### src/include/pps_cfg.svh
`ifndef PPS_CFG_SVH
`define PPS_CFG_SVH

// ----------------------------------------------------------------
// object indices
// ----------------------------------------------------------------
`define PPS_IDX_CONTROL 16'h6040
`define PPS_IDX_STATUS 16'h6041
`define PPS_IDX_OPMODE 16'h6060
`define PPS_IDX_TARGET 16'h607a
`define PPS_IDX_VELOCITY 16'h6081
`define PPS_IDX_ACCEL 16'h6083
`define PPS_IDX_DECEL 16'h6084
`define PPS_IDX_OPTION 16'h60f2

// ----------------------------------------------------------------
// field positions and values
// ----------------------------------------------------------------
`define PPS_CW_NEW_SP 4
`define PPS_CW_CHG_IMM 5
`define PPS_CW_REL 6
`define PPS_SW_REACHED 10
`define PPS_SW_ACCEPTED 12
`define PPS_MODE_PP 8'h01
`define PPS_OPT_PREV 16'h0000
`define PPS_OPT_ACTUAL 16'h0002
`define PPS_OPT_MAX 16'h0002
`define PPS_VEL_MIN 32'h0000_0001

// ----------------------------------------------------------------
// reset values
// ----------------------------------------------------------------
`define PPS_RST_VELOCITY 32'h0000_003c
`define PPS_RST_OPTION 16'h0000
`define PPS_RST_OPMODE 8'h00
`define PPS_RST_WORD 32'h0000_0000

`endif

### src/include/pps_pkg.sv
package pps_pkg;
    typedef logic signed [31:0] pps_pos_t;
    typedef logic [31:0] pps_word_t;
    typedef logic [15:0] pps_idx_t;
    typedef enum logic [0:0] {
        PPS_IDLE,
        PPS_MOVE
    } pps_state_e;
endpackage

### src/rtl/pps_edge_det.sv
`timescale 1ns/1ps
module pps_edge_det (
    input wire logic clk_in,
    input wire logic rstn_in,
    input wire logic valid_in,
    input wire logic bit_in,
    output logic rise_out,
    output logic level_out
);
    logic prev_ff;
    logic nxt_prev;

    // compare against the previous received word, not every cycle
    always_comb begin
        nxt_prev = valid_in ? bit_in : prev_ff;
        rise_out = valid_in & bit_in & ~prev_ff;
        level_out = prev_ff;
    end

    always_ff @(posedge clk_in or negedge rstn_in) begin
        if (!rstn_in) begin
            prev_ff <= 1'b0;
        end else begin
            prev_ff <= nxt_prev;
        end
    end
endmodule

### src/rtl/pps_clamp.sv
`timescale 1ns/1ps
module pps_clamp (
    input wire pps_pkg::pps_pos_t value_in,
    input wire pps_pkg::pps_pos_t lo_in,
    input wire pps_pkg::pps_pos_t hi_in,
    output pps_pkg::pps_pos_t value_out
);
    import pps_pkg::*;

    always_comb begin
        if (value_in < lo_in) begin
            value_out = lo_in;
        end else if (value_in > hi_in) begin
            value_out = hi_in;
        end else begin
            value_out = value_in;
        end
    end
endmodule

### src/rtl/pps_top.sv
`timescale 1ns/1ps
`include "pps_cfg.svh"
// Contract
// - writing mode value profile position activates the mode directly.
// - a 0->1 change of new-setpoint bit starts a move to target.
// - immediate bit clear: new values queue until current target reached.
// - immediate bit set: new values apply at once, current target dropped.
// - absolute/relative bit: zero absolute, one relative.
// - target values are position, velocity, acceleration and deceleration.
// - status bit 10 high when target reached, low otherwise.
// - under halt, status bit 10 low decelerating, high at standstill.
// - status bit 12 high when new target accepted, low when possible.
// - mode ends only at standstill after reach, halt/quick stop, error.
// - absolute moves are positioned relative to the zero point.
// - relative base option: 0 previous target, 2 actual, 1 reserved.
// - velocity and option changes apply at next movement start; here they are latched at the new-setpoint edge.
// - written target position takes effect immediately; here it is only used at the next new-setpoint 0->1 edge.
// - velocity minimum 1, default 60, clamped to speed limits.
// - target position range set by scaling and software limits.
module pps_top #(
    parameter pps_pkg::pps_word_t ACCEL_RESET = 32'h0000_0000,
    parameter pps_pkg::pps_word_t DECEL_RESET = 32'h0000_0000
) (
    input wire logic clk_in,
    input wire logic rstn_in,
    input wire logic par_wr_in,
    input wire logic par_rd_in,
    input wire pps_pkg::pps_idx_t par_idx_in,
    input wire pps_pkg::pps_word_t par_wdata_in,
    output logic par_ack_out,
    output logic par_err_out,
    output pps_pkg::pps_word_t par_rdata_out,
    input wire logic gen_reached_in,
    input wire logic standstill_in,
    input wire pps_pkg::pps_pos_t actual_pos_in,
    input wire logic halt_in,
    input wire logic quick_stop_in,
    input wire logic fault_in,
    input wire pps_pkg::pps_word_t max_speed_in,
    input wire pps_pkg::pps_word_t ramp_max_velocity_in,
    input wire pps_pkg::pps_pos_t scale_min_in,
    input wire pps_pkg::pps_pos_t scale_max_in,
    input wire logic swlim_en_in,
    input wire pps_pkg::pps_pos_t swlim_min_in,
    input wire pps_pkg::pps_pos_t swlim_max_in,
    output logic [15:0] drive_status_word_out,
    output logic pp_active_out,
    output logic gen_start_out,
    output pps_pkg::pps_pos_t gen_target_out,
    output pps_pkg::pps_word_t gen_velocity_out,
    output pps_pkg::pps_word_t gen_accel_out,
    output pps_pkg::pps_word_t gen_decel_out
);
    import pps_pkg::*;

    // ------------------------------------------------------------
    // helpers
    // ------------------------------------------------------------
    function automatic pps_pos_t smax(input pps_pos_t a, input pps_pos_t b);
        smax = (a > b) ? a : b;
    endfunction

    function automatic pps_pos_t smin(input pps_pos_t a, input pps_pos_t b);
        smin = (a < b) ? a : b;
    endfunction

    function automatic pps_word_t vel_eff(input pps_word_t v,
                                          input pps_word_t lim_a,
                                          input pps_word_t lim_b);
        pps_word_t lim;
        lim = (lim_a < lim_b) ? lim_a : lim_b;
        if (v < `PPS_VEL_MIN) begin
            vel_eff = `PPS_VEL_MIN;
        end else if (v > lim) begin
            vel_eff = lim;
        end else begin
            vel_eff = v;
        end
    endfunction

    // ------------------------------------------------------------
    // state
    // ------------------------------------------------------------
    logic [7:0] opmode_ff, nxt_opmode;
    logic [15:0] cw_ff, nxt_cw;
    pps_pos_t target_ff, nxt_target;
    pps_word_t vel_ff, nxt_vel;
    pps_word_t acc_ff, nxt_acc;
    pps_word_t dec_ff, nxt_dec;
    logic [15:0] opt_ff, nxt_opt;
    logic active_ff, nxt_active;
    pps_state_e state_ff, nxt_state;
    logic reached_ff, nxt_reached;
    logic accepted_ff, nxt_accepted;
    logic pend_ff, nxt_pend;
    pps_pos_t pend_tgt_ff, nxt_pend_tgt;
    pps_word_t pend_vel_ff, nxt_pend_vel;
    pps_word_t pend_acc_ff, nxt_pend_acc;
    pps_word_t pend_dec_ff, nxt_pend_dec;
    pps_pos_t last_tgt_ff, nxt_last_tgt;
    logic start_ff, nxt_start;
    pps_pos_t gtgt_ff, nxt_gtgt;
    pps_word_t gvel_ff, nxt_gvel;
    pps_word_t gacc_ff, nxt_gacc;
    pps_word_t gdec_ff, nxt_gdec;
    logic [15:0] status_ff, nxt_status;
    logic ack_ff, nxt_ack;
    logic err_ff, nxt_err;
    pps_word_t rdata_ff, nxt_rdata;

    logic cw_wr;
    logic sp_rise;
    logic sp_level;
    logic stop_req;
    logic sp_edge;
    pps_pos_t base_pos;
    pps_pos_t raw_tgt;
    pps_pos_t lim_lo;
    pps_pos_t lim_hi;
    pps_pos_t new_tgt;
    pps_word_t new_vel;

    assign cw_wr = par_wr_in && (par_idx_in == `PPS_IDX_CONTROL);

    // ------------------------------------------------------------
    // setpoint edge and target arithmetic
    // ------------------------------------------------------------
    pps_edge_det u_edge (
        .clk_in(clk_in),
        .rstn_in(rstn_in),
        .valid_in(cw_wr),
        .bit_in(par_wdata_in[`PPS_CW_NEW_SP]),
        .rise_out(sp_rise),
        .level_out(sp_level)
    );

    always_comb begin
        stop_req = halt_in | quick_stop_in | fault_in;
        sp_edge = sp_rise & active_ff & ~stop_req;
        // option value read here, so a change only bites at a new-setpoint edge
        base_pos = (opt_ff == `PPS_OPT_ACTUAL) ? actual_pos_in
                                                : last_tgt_ff;
        // absolute coordinates already count from the homed zero point
        raw_tgt = par_wdata_in[`PPS_CW_REL] ? base_pos + target_ff
                                            : target_ff;
        lim_lo = swlim_en_in ? smax(scale_min_in, swlim_min_in)
                             : scale_min_in;
        lim_hi = swlim_en_in ? smin(scale_max_in, swlim_max_in)
                             : scale_max_in;
        new_vel = vel_eff(vel_ff, max_speed_in,
                          ramp_max_velocity_in);
    end

    pps_clamp u_clamp (
        .value_in(raw_tgt),
        .lo_in(lim_lo),
        .hi_in(lim_hi),
        .value_out(new_tgt)
    );

    // ------------------------------------------------------------
    // parameter access
    // ------------------------------------------------------------
    always_comb begin
        nxt_opmode = opmode_ff;
        nxt_cw = cw_ff;
        nxt_target = target_ff;
        nxt_vel = vel_ff;
        nxt_acc = acc_ff;
        nxt_dec = dec_ff;
        nxt_opt = opt_ff;
        nxt_ack = par_wr_in | par_rd_in;
        nxt_err = 1'b0;
        nxt_rdata = rdata_ff;
        if (par_wr_in) begin
            case (par_idx_in)
                `PPS_IDX_CONTROL: nxt_cw = par_wdata_in[15:0];
                `PPS_IDX_OPMODE: nxt_opmode = par_wdata_in[7:0];
                `PPS_IDX_TARGET: nxt_target = par_wdata_in;
                `PPS_IDX_VELOCITY: begin
                    if (par_wdata_in < `PPS_VEL_MIN) begin
                        nxt_err = 1'b1;
                    end else begin
                        nxt_vel = par_wdata_in;
                    end
                end
                `PPS_IDX_ACCEL: nxt_acc = par_wdata_in;
                `PPS_IDX_DECEL: nxt_dec = par_wdata_in;
                `PPS_IDX_OPTION: begin
                    // reserved value 1 and anything past the top refused
                    if (par_wdata_in[31:16] != 16'h0000 ||
                        par_wdata_in[15:0] > `PPS_OPT_MAX ||
                        (par_wdata_in[15:0] != `PPS_OPT_PREV &&
                         par_wdata_in[15:0] != `PPS_OPT_ACTUAL)) begin
                        nxt_err = 1'b1;
                    end else begin
                        nxt_opt = par_wdata_in[15:0];
                    end
                end
                default: nxt_err = 1'b1;
            endcase
        end else if (par_rd_in) begin
            case (par_idx_in)
                `PPS_IDX_CONTROL: nxt_rdata = {16'h0000, cw_ff};
                `PPS_IDX_STATUS: nxt_rdata = {16'h0000, status_ff};
                `PPS_IDX_OPMODE: nxt_rdata = {24'h00_0000, opmode_ff};
                `PPS_IDX_TARGET: nxt_rdata = target_ff;
                `PPS_IDX_VELOCITY: nxt_rdata = vel_ff;
                `PPS_IDX_ACCEL: nxt_rdata = acc_ff;
                `PPS_IDX_DECEL: nxt_rdata = dec_ff;
                `PPS_IDX_OPTION: nxt_rdata = {16'h0000, opt_ff};
                default: begin
                    nxt_rdata = `PPS_RST_WORD;
                    nxt_err = 1'b1;
                end
            endcase
        end
    end

    always_ff @(posedge clk_in or negedge rstn_in) begin
        if (!rstn_in) begin
            opmode_ff <= `PPS_RST_OPMODE;
            cw_ff <= 16'h0000;
            target_ff <= `PPS_RST_WORD;
            vel_ff <= `PPS_RST_VELOCITY;
            acc_ff <= ACCEL_RESET;
            dec_ff <= DECEL_RESET;
            opt_ff <= `PPS_RST_OPTION;
            ack_ff <= 1'b0;
            err_ff <= 1'b0;
            rdata_ff <= `PPS_RST_WORD;
        end else begin
            opmode_ff <= nxt_opmode;
            cw_ff <= nxt_cw;
            target_ff <= nxt_target;
            vel_ff <= nxt_vel;
            acc_ff <= nxt_acc;
            dec_ff <= nxt_dec;
            opt_ff <= nxt_opt;
            ack_ff <= nxt_ack;
            err_ff <= nxt_err;
            rdata_ff <= nxt_rdata;
        end
    end

    // ------------------------------------------------------------
    // mode, movement and setpoint queue
    // ------------------------------------------------------------
    always_comb begin
        nxt_active = active_ff;
        nxt_state = state_ff;
        nxt_reached = reached_ff;
        nxt_accepted = accepted_ff;
        nxt_pend = pend_ff;
        nxt_pend_tgt = pend_tgt_ff;
        nxt_pend_vel = pend_vel_ff;
        nxt_pend_acc = pend_acc_ff;
        nxt_pend_dec = pend_dec_ff;
        nxt_last_tgt = last_tgt_ff;
        nxt_start = 1'b0;
        nxt_gtgt = gtgt_ff;
        nxt_gvel = gvel_ff;
        nxt_gacc = gacc_ff;
        nxt_gdec = gdec_ff;
        if (par_wr_in && par_idx_in == `PPS_IDX_OPMODE &&
            par_wdata_in[7:0] == `PPS_MODE_PP) begin
            nxt_active = 1'b1;
        end else if (active_ff && opmode_ff != `PPS_MODE_PP &&
                     standstill_in && state_ff == PPS_IDLE &&
                     (reached_ff || stop_req)) begin
            nxt_active = 1'b0;
        end
        // new-setpoint back to zero frees the handshake
        if (cw_wr && !par_wdata_in[`PPS_CW_NEW_SP]) begin
            nxt_accepted = 1'b0;
        end
        case (state_ff)
            PPS_IDLE: begin
                if (sp_edge) begin
                    nxt_state = PPS_MOVE;
                    nxt_start = 1'b1;
                end
            end
            PPS_MOVE: begin
                if (sp_edge && par_wdata_in[`PPS_CW_CHG_IMM]) begin
                    nxt_start = 1'b1;
                    nxt_pend = 1'b0;
                end else if (sp_edge) begin
                    nxt_pend = 1'b1;
                    nxt_pend_tgt = new_tgt;
                    nxt_pend_vel = new_vel;
                    nxt_pend_acc = acc_ff;
                    nxt_pend_dec = dec_ff;
                end else if (stop_req) begin
                    // a stopped move keeps nothing queued
                    nxt_pend = 1'b0;
                    if (standstill_in) begin
                        nxt_state = PPS_IDLE;
                    end
                end else if (gen_reached_in && pend_ff) begin
                    nxt_pend = 1'b0;
                    nxt_start = 1'b1;
                    nxt_gtgt = pend_tgt_ff;
                    nxt_gvel = pend_vel_ff;
                    nxt_gacc = pend_acc_ff;
                    nxt_gdec = pend_dec_ff;
                    nxt_last_tgt = pend_tgt_ff;
                    nxt_reached = 1'b0;
                end else if (gen_reached_in) begin
                    nxt_state = PPS_IDLE;
                    nxt_reached = 1'b1;
                end
            end
            default: nxt_state = PPS_IDLE;
        endcase
        if (sp_edge) begin
            nxt_accepted = 1'b1;
        end
        if (nxt_start && sp_edge &&
            (state_ff == PPS_IDLE || par_wdata_in[`PPS_CW_CHG_IMM])) begin
            nxt_gtgt = new_tgt;
            nxt_gvel = new_vel;
            nxt_gacc = acc_ff;
            nxt_gdec = dec_ff;
            nxt_last_tgt = new_tgt;
            nxt_reached = 1'b0;
        end
        nxt_status = 16'h0000;
        nxt_status[`PPS_SW_REACHED] = nxt_active &
            (halt_in ? standstill_in : nxt_reached);
        nxt_status[`PPS_SW_ACCEPTED] = nxt_accepted;
    end

    always_ff @(posedge clk_in or negedge rstn_in) begin
        if (!rstn_in) begin
            active_ff <= 1'b0;
            state_ff <= PPS_IDLE;
            reached_ff <= 1'b0;
            accepted_ff <= 1'b0;
            pend_ff <= 1'b0;
            pend_tgt_ff <= `PPS_RST_WORD;
            pend_vel_ff <= `PPS_RST_VELOCITY;
            pend_acc_ff <= ACCEL_RESET;
            pend_dec_ff <= DECEL_RESET;
            last_tgt_ff <= `PPS_RST_WORD;
            start_ff <= 1'b0;
            gtgt_ff <= `PPS_RST_WORD;
            gvel_ff <= `PPS_RST_VELOCITY;
            gacc_ff <= ACCEL_RESET;
            gdec_ff <= DECEL_RESET;
            status_ff <= 16'h0000;
        end else begin
            active_ff <= nxt_active;
            state_ff <= nxt_state;
            reached_ff <= nxt_reached;
            accepted_ff <= nxt_accepted;
            pend_ff <= nxt_pend;
            pend_tgt_ff <= nxt_pend_tgt;
            pend_vel_ff <= nxt_pend_vel;
            pend_acc_ff <= nxt_pend_acc;
            pend_dec_ff <= nxt_pend_dec;
            last_tgt_ff <= nxt_last_tgt;
            start_ff <= nxt_start;
            gtgt_ff <= nxt_gtgt;
            gvel_ff <= nxt_gvel;
            gacc_ff <= nxt_gacc;
            gdec_ff <= nxt_gdec;
            status_ff <= nxt_status;
        end
    end

    assign par_ack_out = ack_ff;
    assign par_err_out = err_ff;
    assign par_rdata_out = rdata_ff;
    assign drive_status_word_out = status_ff;
    assign pp_active_out = active_ff;
    assign gen_start_out = start_ff;
    assign gen_target_out = gtgt_ff;
    assign gen_velocity_out = gvel_ff;
    assign gen_accel_out = gacc_ff;
    assign gen_decel_out = gdec_ff;
endmodule

### config.mk
export PLATFORM = sky130hd
export DESIGN_NAME = pps_top
export DESIGN_NICKNAME = d
export VERILOG_FILES = /design/src/include/pps_pkg.sv /design/src/rtl/pps_edge_det.sv /design/src/rtl/pps_clamp.sv /design/src/rtl/pps_top.sv
export VERILOG_INCLUDE_DIRS = /design/src /design/src/include
export SDC_FILE = /design/constraint.sdc
export NUM_CORES = 1
export LEC_CHECK = 0
export BUFFER_PORTS_ARGS = -buffer_cell sky130_fd_sc_hd__buf_2
export CORE_MARGIN = 3
export CORE_UTILIZATION = 62
export CTS_CLUSTER_SIZE = 14
export DETAILED_ROUTE_END_ITERATION = 10
export PLACE_DENSITY_LB_ADDON = 0.08
export SLEW_MARGIN = 40
export SYNTH_ARGS = -nofsm -noshare
export SYNTH_HDL_FRONTEND = slang
export SYNTH_SLANG_ARGS = --single-unit
### constraint.sdc
create_clock -name clk_in -period 9.3 [get_ports clk_in]
set_clock_uncertainty 0.1 [all_clocks]
set_input_delay 1.395 -clock clk_in [delete_from_list [all_inputs] [get_ports clk_in]]
set_output_delay 1.395 -clock clk_in [all_outputs]
set_load 0.005 [all_outputs]
# Word-level counts from Yosys, hierarchy flattened

Index checks and enable logic that the tools add are counted.

Reductions and logical operators: 36
Bitwise gates (word level): 15
Order comparisons: 9
Multiplexer cells: 71
Div/mod/pow operators: 0
Eq/ne operators: 15
Shift operators: 0
Multiply operators: 0
$add $sub $neg: 1

Operators by type and width:

| operator                                                                         | count |
|---|---|
| 32-bit 2-to-1 mux                                                                | 35 |
| 32-bit case mux with 8 select lines                                              | 1 |
| 16-bit by 15-bit equality test with 1-bit output, second input constant          | 8 |
| 32-bit greater-than comparator                                                   | 3 |
| 32-bit less-than comparator                                                      | 3 |
| 32-bit by 1-bit less-than comparator with 1-bit output, second input constant    | 2 |
| 32-bit adder                                                                     | 1 |
| 1-bit 2-to-1 mux                                                                 | 32 |
| 16-bit nonzero test                                                              | 2 |
| 16-bit by 2-bit equality test with 1-bit output, second input constant           | 1 |
| 16-bit by 2-bit greater-than comparator with 1-bit output, second input constant | 1 |
| 16-bit by 2-bit inequality test with 1-bit output, second input constant         | 1 |
| 2-bit AND reduction                                                              | 7 |
| 1-bit logical AND                                                                | 13 |
| 3-bit AND reduction                                                              | 3 |
| 8-bit by 1-bit equality test with 1-bit output, second input constant            | 1 |
| 8-bit by 1-bit inequality test with 1-bit output, second input constant          | 1 |
| 8-bit OR reduction                                                               | 1 |
| 1-bit NOT                                                                        | 7 |
| 2-bit by 1-bit inequality test with 1-bit output, second input constant          | 3 |
| 1-bit bitwise AND                                                                | 5 |
| 5-bit AND reduction                                                              | 1 |
| 5-bit OR reduction                                                               | 1 |
| 1-bit logical OR                                                                 | 4 |
| other kinds (6)                                                                  | 10 |

ROM bits: 0
Memories kept: 0
Flip-flop bits (word level): 467
Bits in latches: 0
Bits in writable memories: 0

# Longest topological paths before layout

Gate-level depths: netlist of the first run.

Depth after elaboration: 14
Gate-level depth with buffers: 29
Gate-level depth less buffers: 26

# Modules after synthesis

A second synthesis of the first run with hierarchy kept.

Cell total of the unflattened synthesis: 3176
Area, all modules: 29097.9 µm²

Modules (own cells, without submodules):

| module       | area each (µm²) | times used | cells each |
|---|---|---|---|
| pps_top      | 26638.0         | 1          | 2804 |
| pps_clamp    | 2409.8          | 1          | 369 |
| pps_edge_det | 50.0            | 1          | 3 |

# Worst setup path before layout of the first run

Ideal clock, no wire load.

Path type: input -> register
Start: input port actual_pos_in[0]
End: register gtgt_ff[1] (netlist: gen_target_out[1])
Data required time: 9065 ps
Arrival: 5915 ps
Path slack: 3150 ps
Stages on the path: 22
Cell sequence: mux2_2 -> ha_1 -> inv_1 -> fa_1 -> and2b_1 -> o31ai_1 -> a211o_1 -> a211oi_1 -> o211ai_1 -> or3_1 -> nand3_1 -> ha_1 -> a2111oi_0 -> a21oi_1 -> a2111oi_1 -> a32oi_4 -> nand2_4 -> buf_6 -> buf_2 -> nand2_1 -> o21ai_0 -> mux2i_1

Word-level cells in the longest chain between the ends: 7
Elaborated cells on any way between the ends: 8
Those cells by class: add/sub: 1; order compare: 2; mux: 5

Ends and longest elaborated chain:

| item                           | RTL line        | RTL |
|---|---|---|
| start, declared                | pps_top.sv:35   | `input wire pps_pkg::pps_pos_t actual_pos_in,` |
| 32-bit 2-to-1 mux (*)          | pps_top.sv:141  | `` base_pos = (opt_ff == `PPS_OPT_ACTUAL) ? actual_pos_in `` |
| 32-bit adder (*)               | pps_top.sv:144  | `` raw_tgt = par_wdata_in[`PPS_CW_REL] ? base_pos + target_ff `` |
| 32-bit 2-to-1 mux (*)          | pps_top.sv:144  |  |
| 32-bit greater-than comparator | pps_clamp.sv:13 | `end else if (value_in > hi_in) begin` |
| 32-bit 2-to-1 mux              | pps_clamp.sv:13 |  |
| 32-bit 2-to-1 mux (*)          | pps_clamp.sv:11 | `if (value_in < lo_in) begin` |
| 32-bit 2-to-1 mux (*)          | pps_top.sv:319  | `if (nxt_start && sp_edge &&` |
| end signal, assigned           | pps_top.sv:347  | `` gtgt_ff <= `PPS_RST_WORD; `` |
| end signal, assigned           | pps_top.sv:364  | `gtgt_ff <= nxt_gtgt;` |
| end, declared                  | pps_top.sv:102  | `pps_pos_t gtgt_ff, nxt_gtgt;` |

Mark *: on every way between the ends. The rest lies on a longest branch, timed or not.
A chain may end at the register's enable or synchronous reset.

# Worst setup path in the final report of the first run

Start: register opt_ff[0]
End: register gtgt_ff[14] (netlist: gen_target_out[14])

Word-level cells in the longest chain between the ends: 8
Elaborated cells on any way between the ends: 9
Those cells by class: add/sub: 1; order compare: 2; eq/ne: 1; mux: 5

Ends and longest elaborated chain:

| item                                                          | RTL line        | RTL |
|---|---|---|
| start, declared                                               | pps_top.sv:90   | `logic [15:0] opt_ff, nxt_opt;` |
| start signal, assigned                                        | pps_top.sv:228  | `` opt_ff <= `PPS_RST_OPTION; `` |
| start signal, assigned                                        | pps_top.sv:239  | `opt_ff <= nxt_opt;` |
| 16-bit by 2-bit equality test with 1-bit output (no line) (*) | -               |  |
| 32-bit 2-to-1 mux (*)                                         | pps_top.sv:141  |  |
| 32-bit adder (*)                                              | pps_top.sv:144  |  |
| 32-bit 2-to-1 mux (*)                                         | pps_top.sv:144  |  |
| 32-bit greater-than comparator                                | pps_clamp.sv:13 |  |
| 32-bit 2-to-1 mux                                             | pps_clamp.sv:13 |  |
| 32-bit 2-to-1 mux (*)                                         | pps_clamp.sv:11 |  |
| 32-bit 2-to-1 mux (*)                                         | pps_top.sv:319  |  |

Marks and branches as above.

==> results of run 1 <==
[cell type report]
| class | count | area [µm²] | area share [%] |
|---|---|---|---|
| flip-flops and latches | 465 | 11700 | 35.3 |
| repair buffers | 481 | 2570 | 7.78 |
| clock buffers | 70 | 1300 | 3.94 |
| well taps | 600 | 751 | 2.27 |
| inverters | 181 | 679 | 2.06 |
| clock inverters | 15 | 206 | 0.625 |
| multi-input cells | 2230 | 15900 | 48.0 |
| diodes | 5 | 12.5 | 0.0379 |
[power by group through the flow]
| stage | clock (mW) | combinational [mW] | sequential (mW) |
|---|---|---|---|
| 4_1_cts | 1.90 | 0.645 | 2.02 |
| 2_1_floorplan | 0 | 0.370 | 2.06 |
| 6_report | 1.89 | 0.657 | 2.02 |
| 3_3_place_gp | 0 | 0.621 | 2.06 |
| 5_1_grt | 1.98 | 0.709 | 2.02 |
| 3_5_place_dp | 0 | 0.642 | 2.06 |
[layer usage]
metal | vias to the layer above | GRT usage (%)
li1 | 11500 | -
met3 | 285 | 10.1
met1 | 12600 | 47.8
met2 | 1307 | 63.7
met4 | 8 | 17.8
met5 | - | 0
[worst max-delay path by stage]
stage	to	start	slack, ns
2_1_floorplan	gen_target_out[1]$_DFFE_PN0P_	actual_pos_in[0]	3.15
3_3_place_gp	pend_tgt_ff[14]$_DFFE_PN0P_	swlim_max_in[31]	1.10
3_5_place_dp	gen_target_out[14]$_DFFE_PN0P_	swlim_max_in[31]	1.30
4_1_cts	gen_target_out[14]$_DFFE_PN0P_	opt_ff[0]$_DFFE_PN0P_	1.60
5_1_grt	gen_target_out[18]$_DFFE_PN0P_	opt_ff[0]$_DFFE_PN0P_	1.06
6_report	gen_target_out[14]$_DFFE_PN0P_	opt_ff[0]$_DFFE_PN0P_	1.34
[logic make-up (layout without fill, tap and decap cells)]
kind of cell / Yosys count / after routing / synth area share [%]
DFF: 465 / 465 / 40.4
buffers and inverters: 344 / 747 / 5.10
and+or+nand+nor: 872 / 872 / 13.5
other: 1 / 19 / 0.0130
xor gates and xnor gates: 22 / 22 / 0.668
muxes: 450 / 450 / 16.5
AOI/OAI and AO/OA: 651 / 651 / 14.2
adders and majority gates: 221 / 221 / 9.62
[cells in the final DEF, fill, tap and decap left out, types with 31 or more instances in the layout]
master     Yosys  final
a21oi_1      180    180
a221oi_1      33     33
and3_1        35     35
buf_2         10    446
clkbuf_16      0     47
dfrtp_1      453    453
ha_1         220    220
inv_1        181    181
mux2_2       195    195
mux2i_1      255    255
nand2_1      459    452
nand4_1       36     36
nor2_1       166    163
o21ai_0      179    178
o21ai_1       39     40
o22ai_1       31     31
[tightest hold or removal path, delay by kind of cell, from the launching register on]
kind | cells | cell delay, ns
DFF | 1 | 0.37
and+or+nand+nor | 1 | 0.04
AOI/OAI and AO/OA | 1 | 0.05
[stage by stage]
step | utilization, % | power [mW]
finish | 72.3 | 4.57
floorplan | - | 2.43
detailed placement | 68.9 | 2.70
global placement | 68.7 | 2.68
CTS | 72.2 | 4.57
global route | 72.3 | 4.71
[Yosys cell counts, types with 6 or more instances]
library cell	count	area, µm²
nand2_1	459	1720
dfrtp_1	453	11300
mux2i_1	255	2550
ha_1	220	2750
mux2_2	195	2200
inv_1	181	679
a21oi_1	180	901
o21ai_0	179	896
nor2_1	166	623
clkbuf_1	107	402
o21ai_1	39	195
nand4_1	36	225
and3_1	35	219
a221oi_1	33	289
o22ai_1	31	194
buf_4	29	218
a21o_1	28	210
nand3_1	28	140
nor4_1	28	175
nor3_1	24	120
and2_1	20	125
o211ai_1	18	135
nor2b_1	17	106
a221o_1	16	160
xnor2_1	16	140
nand2b_1	15	93.8
a211oi_1	14	105
dfstp_2	12	315
a22oi_1	11	82.6
a31oi_1	10	62.6
buf_2	10	50.1
o21a_1	10	75.1
o31ai_1	10	75.1
buf_1	9	33.8
o221ai_1	9	78.8
or3_1	9	56.3
buf_6	7	78.8
nand3b_1	6	45.0
o2111ai_1	6	52.6
o21bai_1	6	45.0
o31a_1	6	52.6
xor2_1	6	52.6
[flip-flops by register name, summed over array words and instances (netlist names), 2 cells and up]
name and flops:
gen_velocity_out 32, drive_status_word_out 2, pend_dec_ff 32, vel_ff 32
pend_acc_ff 32, pend_tgt_ff 32, gen_decel_out 32, pend_vel_ff 32
opmode_ff 8, gen_accel_out 32, acc_ff 32, dec_ff 32
cw_ff 16, opt_ff 16, par_rdata_out 32, target_ff 32
gen_target_out 32
==> out/results.tsv, run 1 <==
stage	metric	value	unit
detailed_routing	viasPerCell	6.36	
worst_setup_path	path_buf_inv	4	
detailed_routing	dr.first_iter.drc_count	2510	
synth	yosys_register_bits	465	
place	dp_cells	3955	
detailed_routing	drt_pass1_iterations	8	
worst_setup_path	required	9.70	ns
hold_path	whs_endpoint	pend_vel_ff[2]$_DFFE_PN1P_	
power	clock_power_share	41.3	%
finish	nets	3909	
worst_setup_path	critical_path_arrival	8.36	ns
place	dp_hpwl	74200	µm
clock_network	clk_latency	0.61	ns
run	drv_cap	0	
worst_setup_path	critPathTopFamily	compound AO/OA/AOI/OAI gates	
global_route	track_usage	38.6	%
worst_setup_path	cpMaxStageDelayCell	a211oi_1	
detailed_routing	topRoutingLayerUsed	met5	
detailed_routing	post-route-drc-count	0	
worst_setup_path	critPathMaxFanout	32	
clock_network	path_clk_slew	0.06	ns
worst_setup_path	cpMostUsedCell	mux2_2	
die	ios	462	
die	rows	78	
synth	synthArstFlopShare	100	%
clock_network	cts_buffers	47	
clock_network	clkSinkCount	465	
hold_path	hold_start	pend_vel_ff[2]$_DFFE_PN1P_	
detailed_routing	dr_wl_met2	46800	µm
timing	slew_headroom	41.4	%
finish	fillers	3473	
timing	maxSlewViolCount	0	
outcome	outcome	completed	
power	power_frac_comb	14.4	%
detailed_routing	ant_nets	0	
hold_path	hold_path_depth	2	
power	worst_ir_drop_vdd	164	µV
die	die_x	222	µm
timing	max_freq	126	MHz
global_route	grt_pass1_vias	25100	
clock_network	cts_hold_buffers	0	
worst_setup_path	regToRegSetupSlack	1.34	ns
timing	worst_pin_slew	0.857	ns
place	place_congestion	0.995	
clock_network	htree_levels	2	
worst_setup_path	r2r_cells	28	
timing	period_share	85.6	%
timing	final-hold-violation-count	0	
finish	areaGrowthSynthToFinish	14.6	%
synth	ys_seq_area_share	40.4	%
hold_path	hold_path.class	reg2reg	
global_route	grt_overflow_total	0	
global_route	grt_pass1_wl	148000	µm
timing	rsz0062_at_grt	no	
place	postPlaceCellArea	31400	µm²
worst_setup_path	critical_path_class	reg2reg	
timing	tns	0	ns
finish	finalNonFillerCells	4047	
clock_network	cts_tree	done	
synth	synth_edf_count	0	
power	seqPwrFrac	44.3	%
detailed_routing	wire_per_inst	24.3	µm
power	p_leak	18.2	nW
worst_setup_path	reg2reg_from	opt_ff[0]$_DFFE_PN0P_	
worst_setup_path	critPathCaptureType	flop	
timing	layout_setup_ws	1.34	ns
finish	final_layout_size_suffix_gt1_share	23.1	%
place	numPortBuffers	447	
detailed_routing	totalWireLength	98400	µm
synth	ys_warn_count	0	
finish	fin_area	33000	µm²
worst_setup_path	worstReg2RegEnd	gen_target_out[14]$_DFFE_PN0P_	
worst_setup_path	slowest_delay	0.73	ns
synth	syn_area	28800	µm²
power	netSwitchingFraction	27.1	%
clock_network	cts.path.max_buffers	3	
global_route	grt_max_degree	164	
worst_setup_path	start_kind	flop	
clock_network	cts_resized	0	
detailed_routing	wl_met1	36900	µm
power	internal_power	3.33	mW
synth	ys.flop_type	dfrtp_1	
detailed_routing	wl_met3	9450	µm
clock_network	cts-root-buf	clkbuf_16	
global_route	antenna_found_initial	9	
place	pre_cts_ws	1.30	ns
power	p_per_area	138	nW/µm²
clock_network	post_cts_buffers	0	
die	core_area	45700	µm²
die	die_h	222	µm
synth	yosysUniqueCellTypes	87	
synth	synth.avg_cell_area	9.53	µm²
timing	min_period	7.96	ns
die	start_util	63.1	%
timing	whs	0.364	ns
die	dieArea	49100	µm²
synth	synthCells	3026	
detailed_routing	via_count	25700	
power	power_switching	1.24	mW
timing	setup_viol	0	
worst_setup_path	cp.depth	28	
No activity file was read; power rests on OpenSTA's default activity.
==> run 2: changes to the inputs <==
- CORE_MARGIN: 3 -> 10
- REMOVE_ABC_BUFFERS: not set -> 1
==> out/results.tsv, run 2 (synthesized netlist as in run 1, its figures left out) <==
stage	metric	value	unit	change
power	p_per_area	143	nW/µm²	was 138 nW/µm²
finish	register_area	11700	µm²	unchanged
die	start_util	63.1	%	unchanged
die	die_h	236	µm	was 222 µm
hold_path	hold_start	pend_dec_ff[14]$_DFFE_PN0P_		was pend_vel_ff[2]$_DFFE_PN1P_
clock_network	cts-root-buf	clkbuf_16		unchanged
die	ios	462		unchanged
worst_setup_path	critical_path_arrival	8.44	ns	was 8.36 ns
timing	max_freq	124	MHz	was 126 MHz
place	numPortBuffers	447		unchanged
clock_network	cts_hold_buffers	0		unchanged
clock_network	post_cts_buffers	0		unchanged
worst_setup_path	reg2reg_from	opt_ff[3]$_DFFE_PN0P_		was opt_ff[0]$_DFFE_PN0P_
clock_network	clk_latency	0.60	ns	was 0.61 ns
global_route	grt_pass1_vias	26600		was 25100
finish	fillers	3368		was 3473
worst_setup_path	critical_path_class	reg2reg		unchanged
finish	nets	3911		was 3909
detailed_routing	dr.first_iter.drc_count	2375		was 2510
global_route	antenna_found_initial	4		was 9
timing	period_share	86.5	%	was 85.6%
finish	areaGrowthSynthToFinish	15.4	%	was 14.6%
finish	layout_common_cells	456 x nand2_1, 453 x dfrtp_1, 446 x buf_2		was 453 x dfrtp_1, 452 x nand2_1, 446 x buf_2
detailed_routing	ant_nets	0		unchanged
detailed_routing	post-route-drc-count	0		unchanged
timing	setup_viol	0		unchanged
detailed_routing	drt_pass1_iterations	8		unchanged
worst_setup_path	start_kind	flop		unchanged
die	die_x	236	µm	was 222 µm
worst_setup_path	required	9.70	ns	about the same
run	drv_cap	0		unchanged
worst_setup_path	critPathLaunch	opt_ff[3]$_DFFE_PN0P_		was opt_ff[0]$_DFFE_PN0P_
global_route	track_usage	34.5	%	was 38.6%
timing	rsz0062_at_grt	no		unchanged
timing	worst_pin_slew	0.866	ns	was 0.857 ns
finish	multi_input_area	15900	µm²	unchanged
clock_network	cts_tree	done		unchanged
clock_network	htree_levels	2		unchanged
detailed_routing	topRoutingLayerUsed	met4		was met5
clock_network	cts.path.max_buffers	3		unchanged
worst_setup_path	critPathCaptureType	flop		unchanged
timing	tns	0	ns	unchanged
detailed_routing	wire_per_inst	24.5	µm	was 24.3 µm
power	worst_ir_drop_vdd	165	µV	was 164 µV
global_route	grt_pass1_wl	153000	µm	was 148000 µm
timing	whs	0.367	ns	was 0.364 ns
power	p_leak	18.3	nW	was 18.2 nW
clock_network	cts_resized	0		unchanged
place	dp_hpwl	75100	µm	was 74200 µm
timing	maxSlewViolCount	0		unchanged
finish	final_layout_size_suffix_gt1_share	23.5	%	was 23.1%
finish	layout_commonest_cell	nand2_1		was dfrtp_1
global_route	grt_max_degree	114		was 164
detailed_routing	dr_wl_met2	47500	µm	was 46800 µm
clock_network	path_clk_slew	0.07	ns	was 0.06 ns
detailed_routing	wl_met1	38300	µm	was 36900 µm
hold_path	hold_path.class	reg2reg		unchanged
place	place_congestion	0.952		was 0.995
die	dieArea	55500	µm²	was 49100 µm²
outcome	outcome	completed		unchanged
timing	min_period	8.04	ns	was 7.96 ns
die	core_area	45700	µm²	unchanged
detailed_routing	via_count	25900		was 25700
timing	slew_headroom	42.3	%	was 41.4%
worst_setup_path	critPathMaxFanout	58		was 32
detailed_routing	viasPerCell	6.39		was 6.36
clock_network	clkSinkCount	465		unchanged
detailed_routing	totalWireLength	99400	µm	was 98400 µm
timing	final-hold-violation-count	0		unchanged
die	rows	78		unchanged
clock_network	cts_buffers	49		was 47
global_route	grt_overflow_total	0		unchanged
detailed_routing	wl_met3	8960	µm	was 9450 µm
[run 2: path summary, 6_finish.rpt]
kind / endpoint / slack, ns / cells past startpoint
min in group asynchronous: gen_accel_out[11]$_DFFE_PN0P_ / 0.60 / 1
hold reg to reg: pend_dec_ff[14]$_DFFE_PN0P_ / 0.37 / 2
hold / removal: pend_dec_ff[14]$_DFFE_PN0P_ / 0.37 / 2
setup / recovery: gen_target_out[28]$_DFFE_PN0P_ / 1.26 / 25
max in group asynchronous: pend_tgt_ff[27]$_DFFE_PN0P_ / 7.08 / 3
setup reg to reg: gen_target_out[28]$_DFFE_PN0P_ / 1.26 / 25
[run 2: cell type report]
type | count | share of cell area (%)
multi-input cells | 2230 | 47.7
flip-flops and latches | 465 | 35.0
repair buffers | 481 | 7.76
clock buffers | 72 | 4.53
well taps | 600 | 2.26
inverters | 181 | 2.04
clock inverters | 18 | 0.677
diodes | 4 | 0.0301
[run 2: worst max-delay path, cell delays in order (launching register included)]
cell and delay [ns]:
dfrtp_1 0.40, nor4b_1 0.45, nand4_1 0.56, mux2_2 0.41, ha_1 0.20, inv_1 0.07
fa_1 0.37, and2b_1 0.25, o31ai_1 0.14, a211o_1 0.37, a211oi_1 0.63, o211ai_1 0.26
o21ai_0 0.26, xor2_1 0.09, mux2i_1 0.29, inv_1 0.13, ha_1 0.33, nand3_1 0.10
o22ai_1 0.10, o211ai_1 0.17, a21oi_1 0.16, a2111oi_1 0.61, a32oi_4 0.23, nand2_4 0.54
nand2_1 0.37, o221ai_1 0.31
[run 2: per-stage QoR]
stage / power [mW] / setup slack (ns) / cell area, µm² / instances / utilization, %
2_1_floorplan: 2.41 / 1.78 / 28100 / 2876 / -
3_3_place_gp: 2.66 / 1.48 / 31400 / 3955 / 68.8
3_5_place_dp: 2.68 / 1.47 / 31500 / 3956 / 68.9
4_1_cts: 4.75 / 1.41 / 33200 / 4046 / 72.7
5_1_grt: 4.90 / 0.873 / 33300 / 4051 / 72.8
6_report: 4.76 / 1.26 / 33300 / 4051 / 72.8
[run 2: per-layer routing]
metal	GRT usage [%]	up-vias
met2	57.6	1424
met4	15.5	0
li1	-	11500
met5	0	-
met3	7.45	250
met1	42.2	12700
[run 2: report_power, final]
part	leakage [nW]	internal [mW]	switching [mW]
registers	6.30	2.02	0.000484
clock network	0.862	1.26	0.843
logic	11.1	0.246	0.385
total	18.3	3.53	1.23
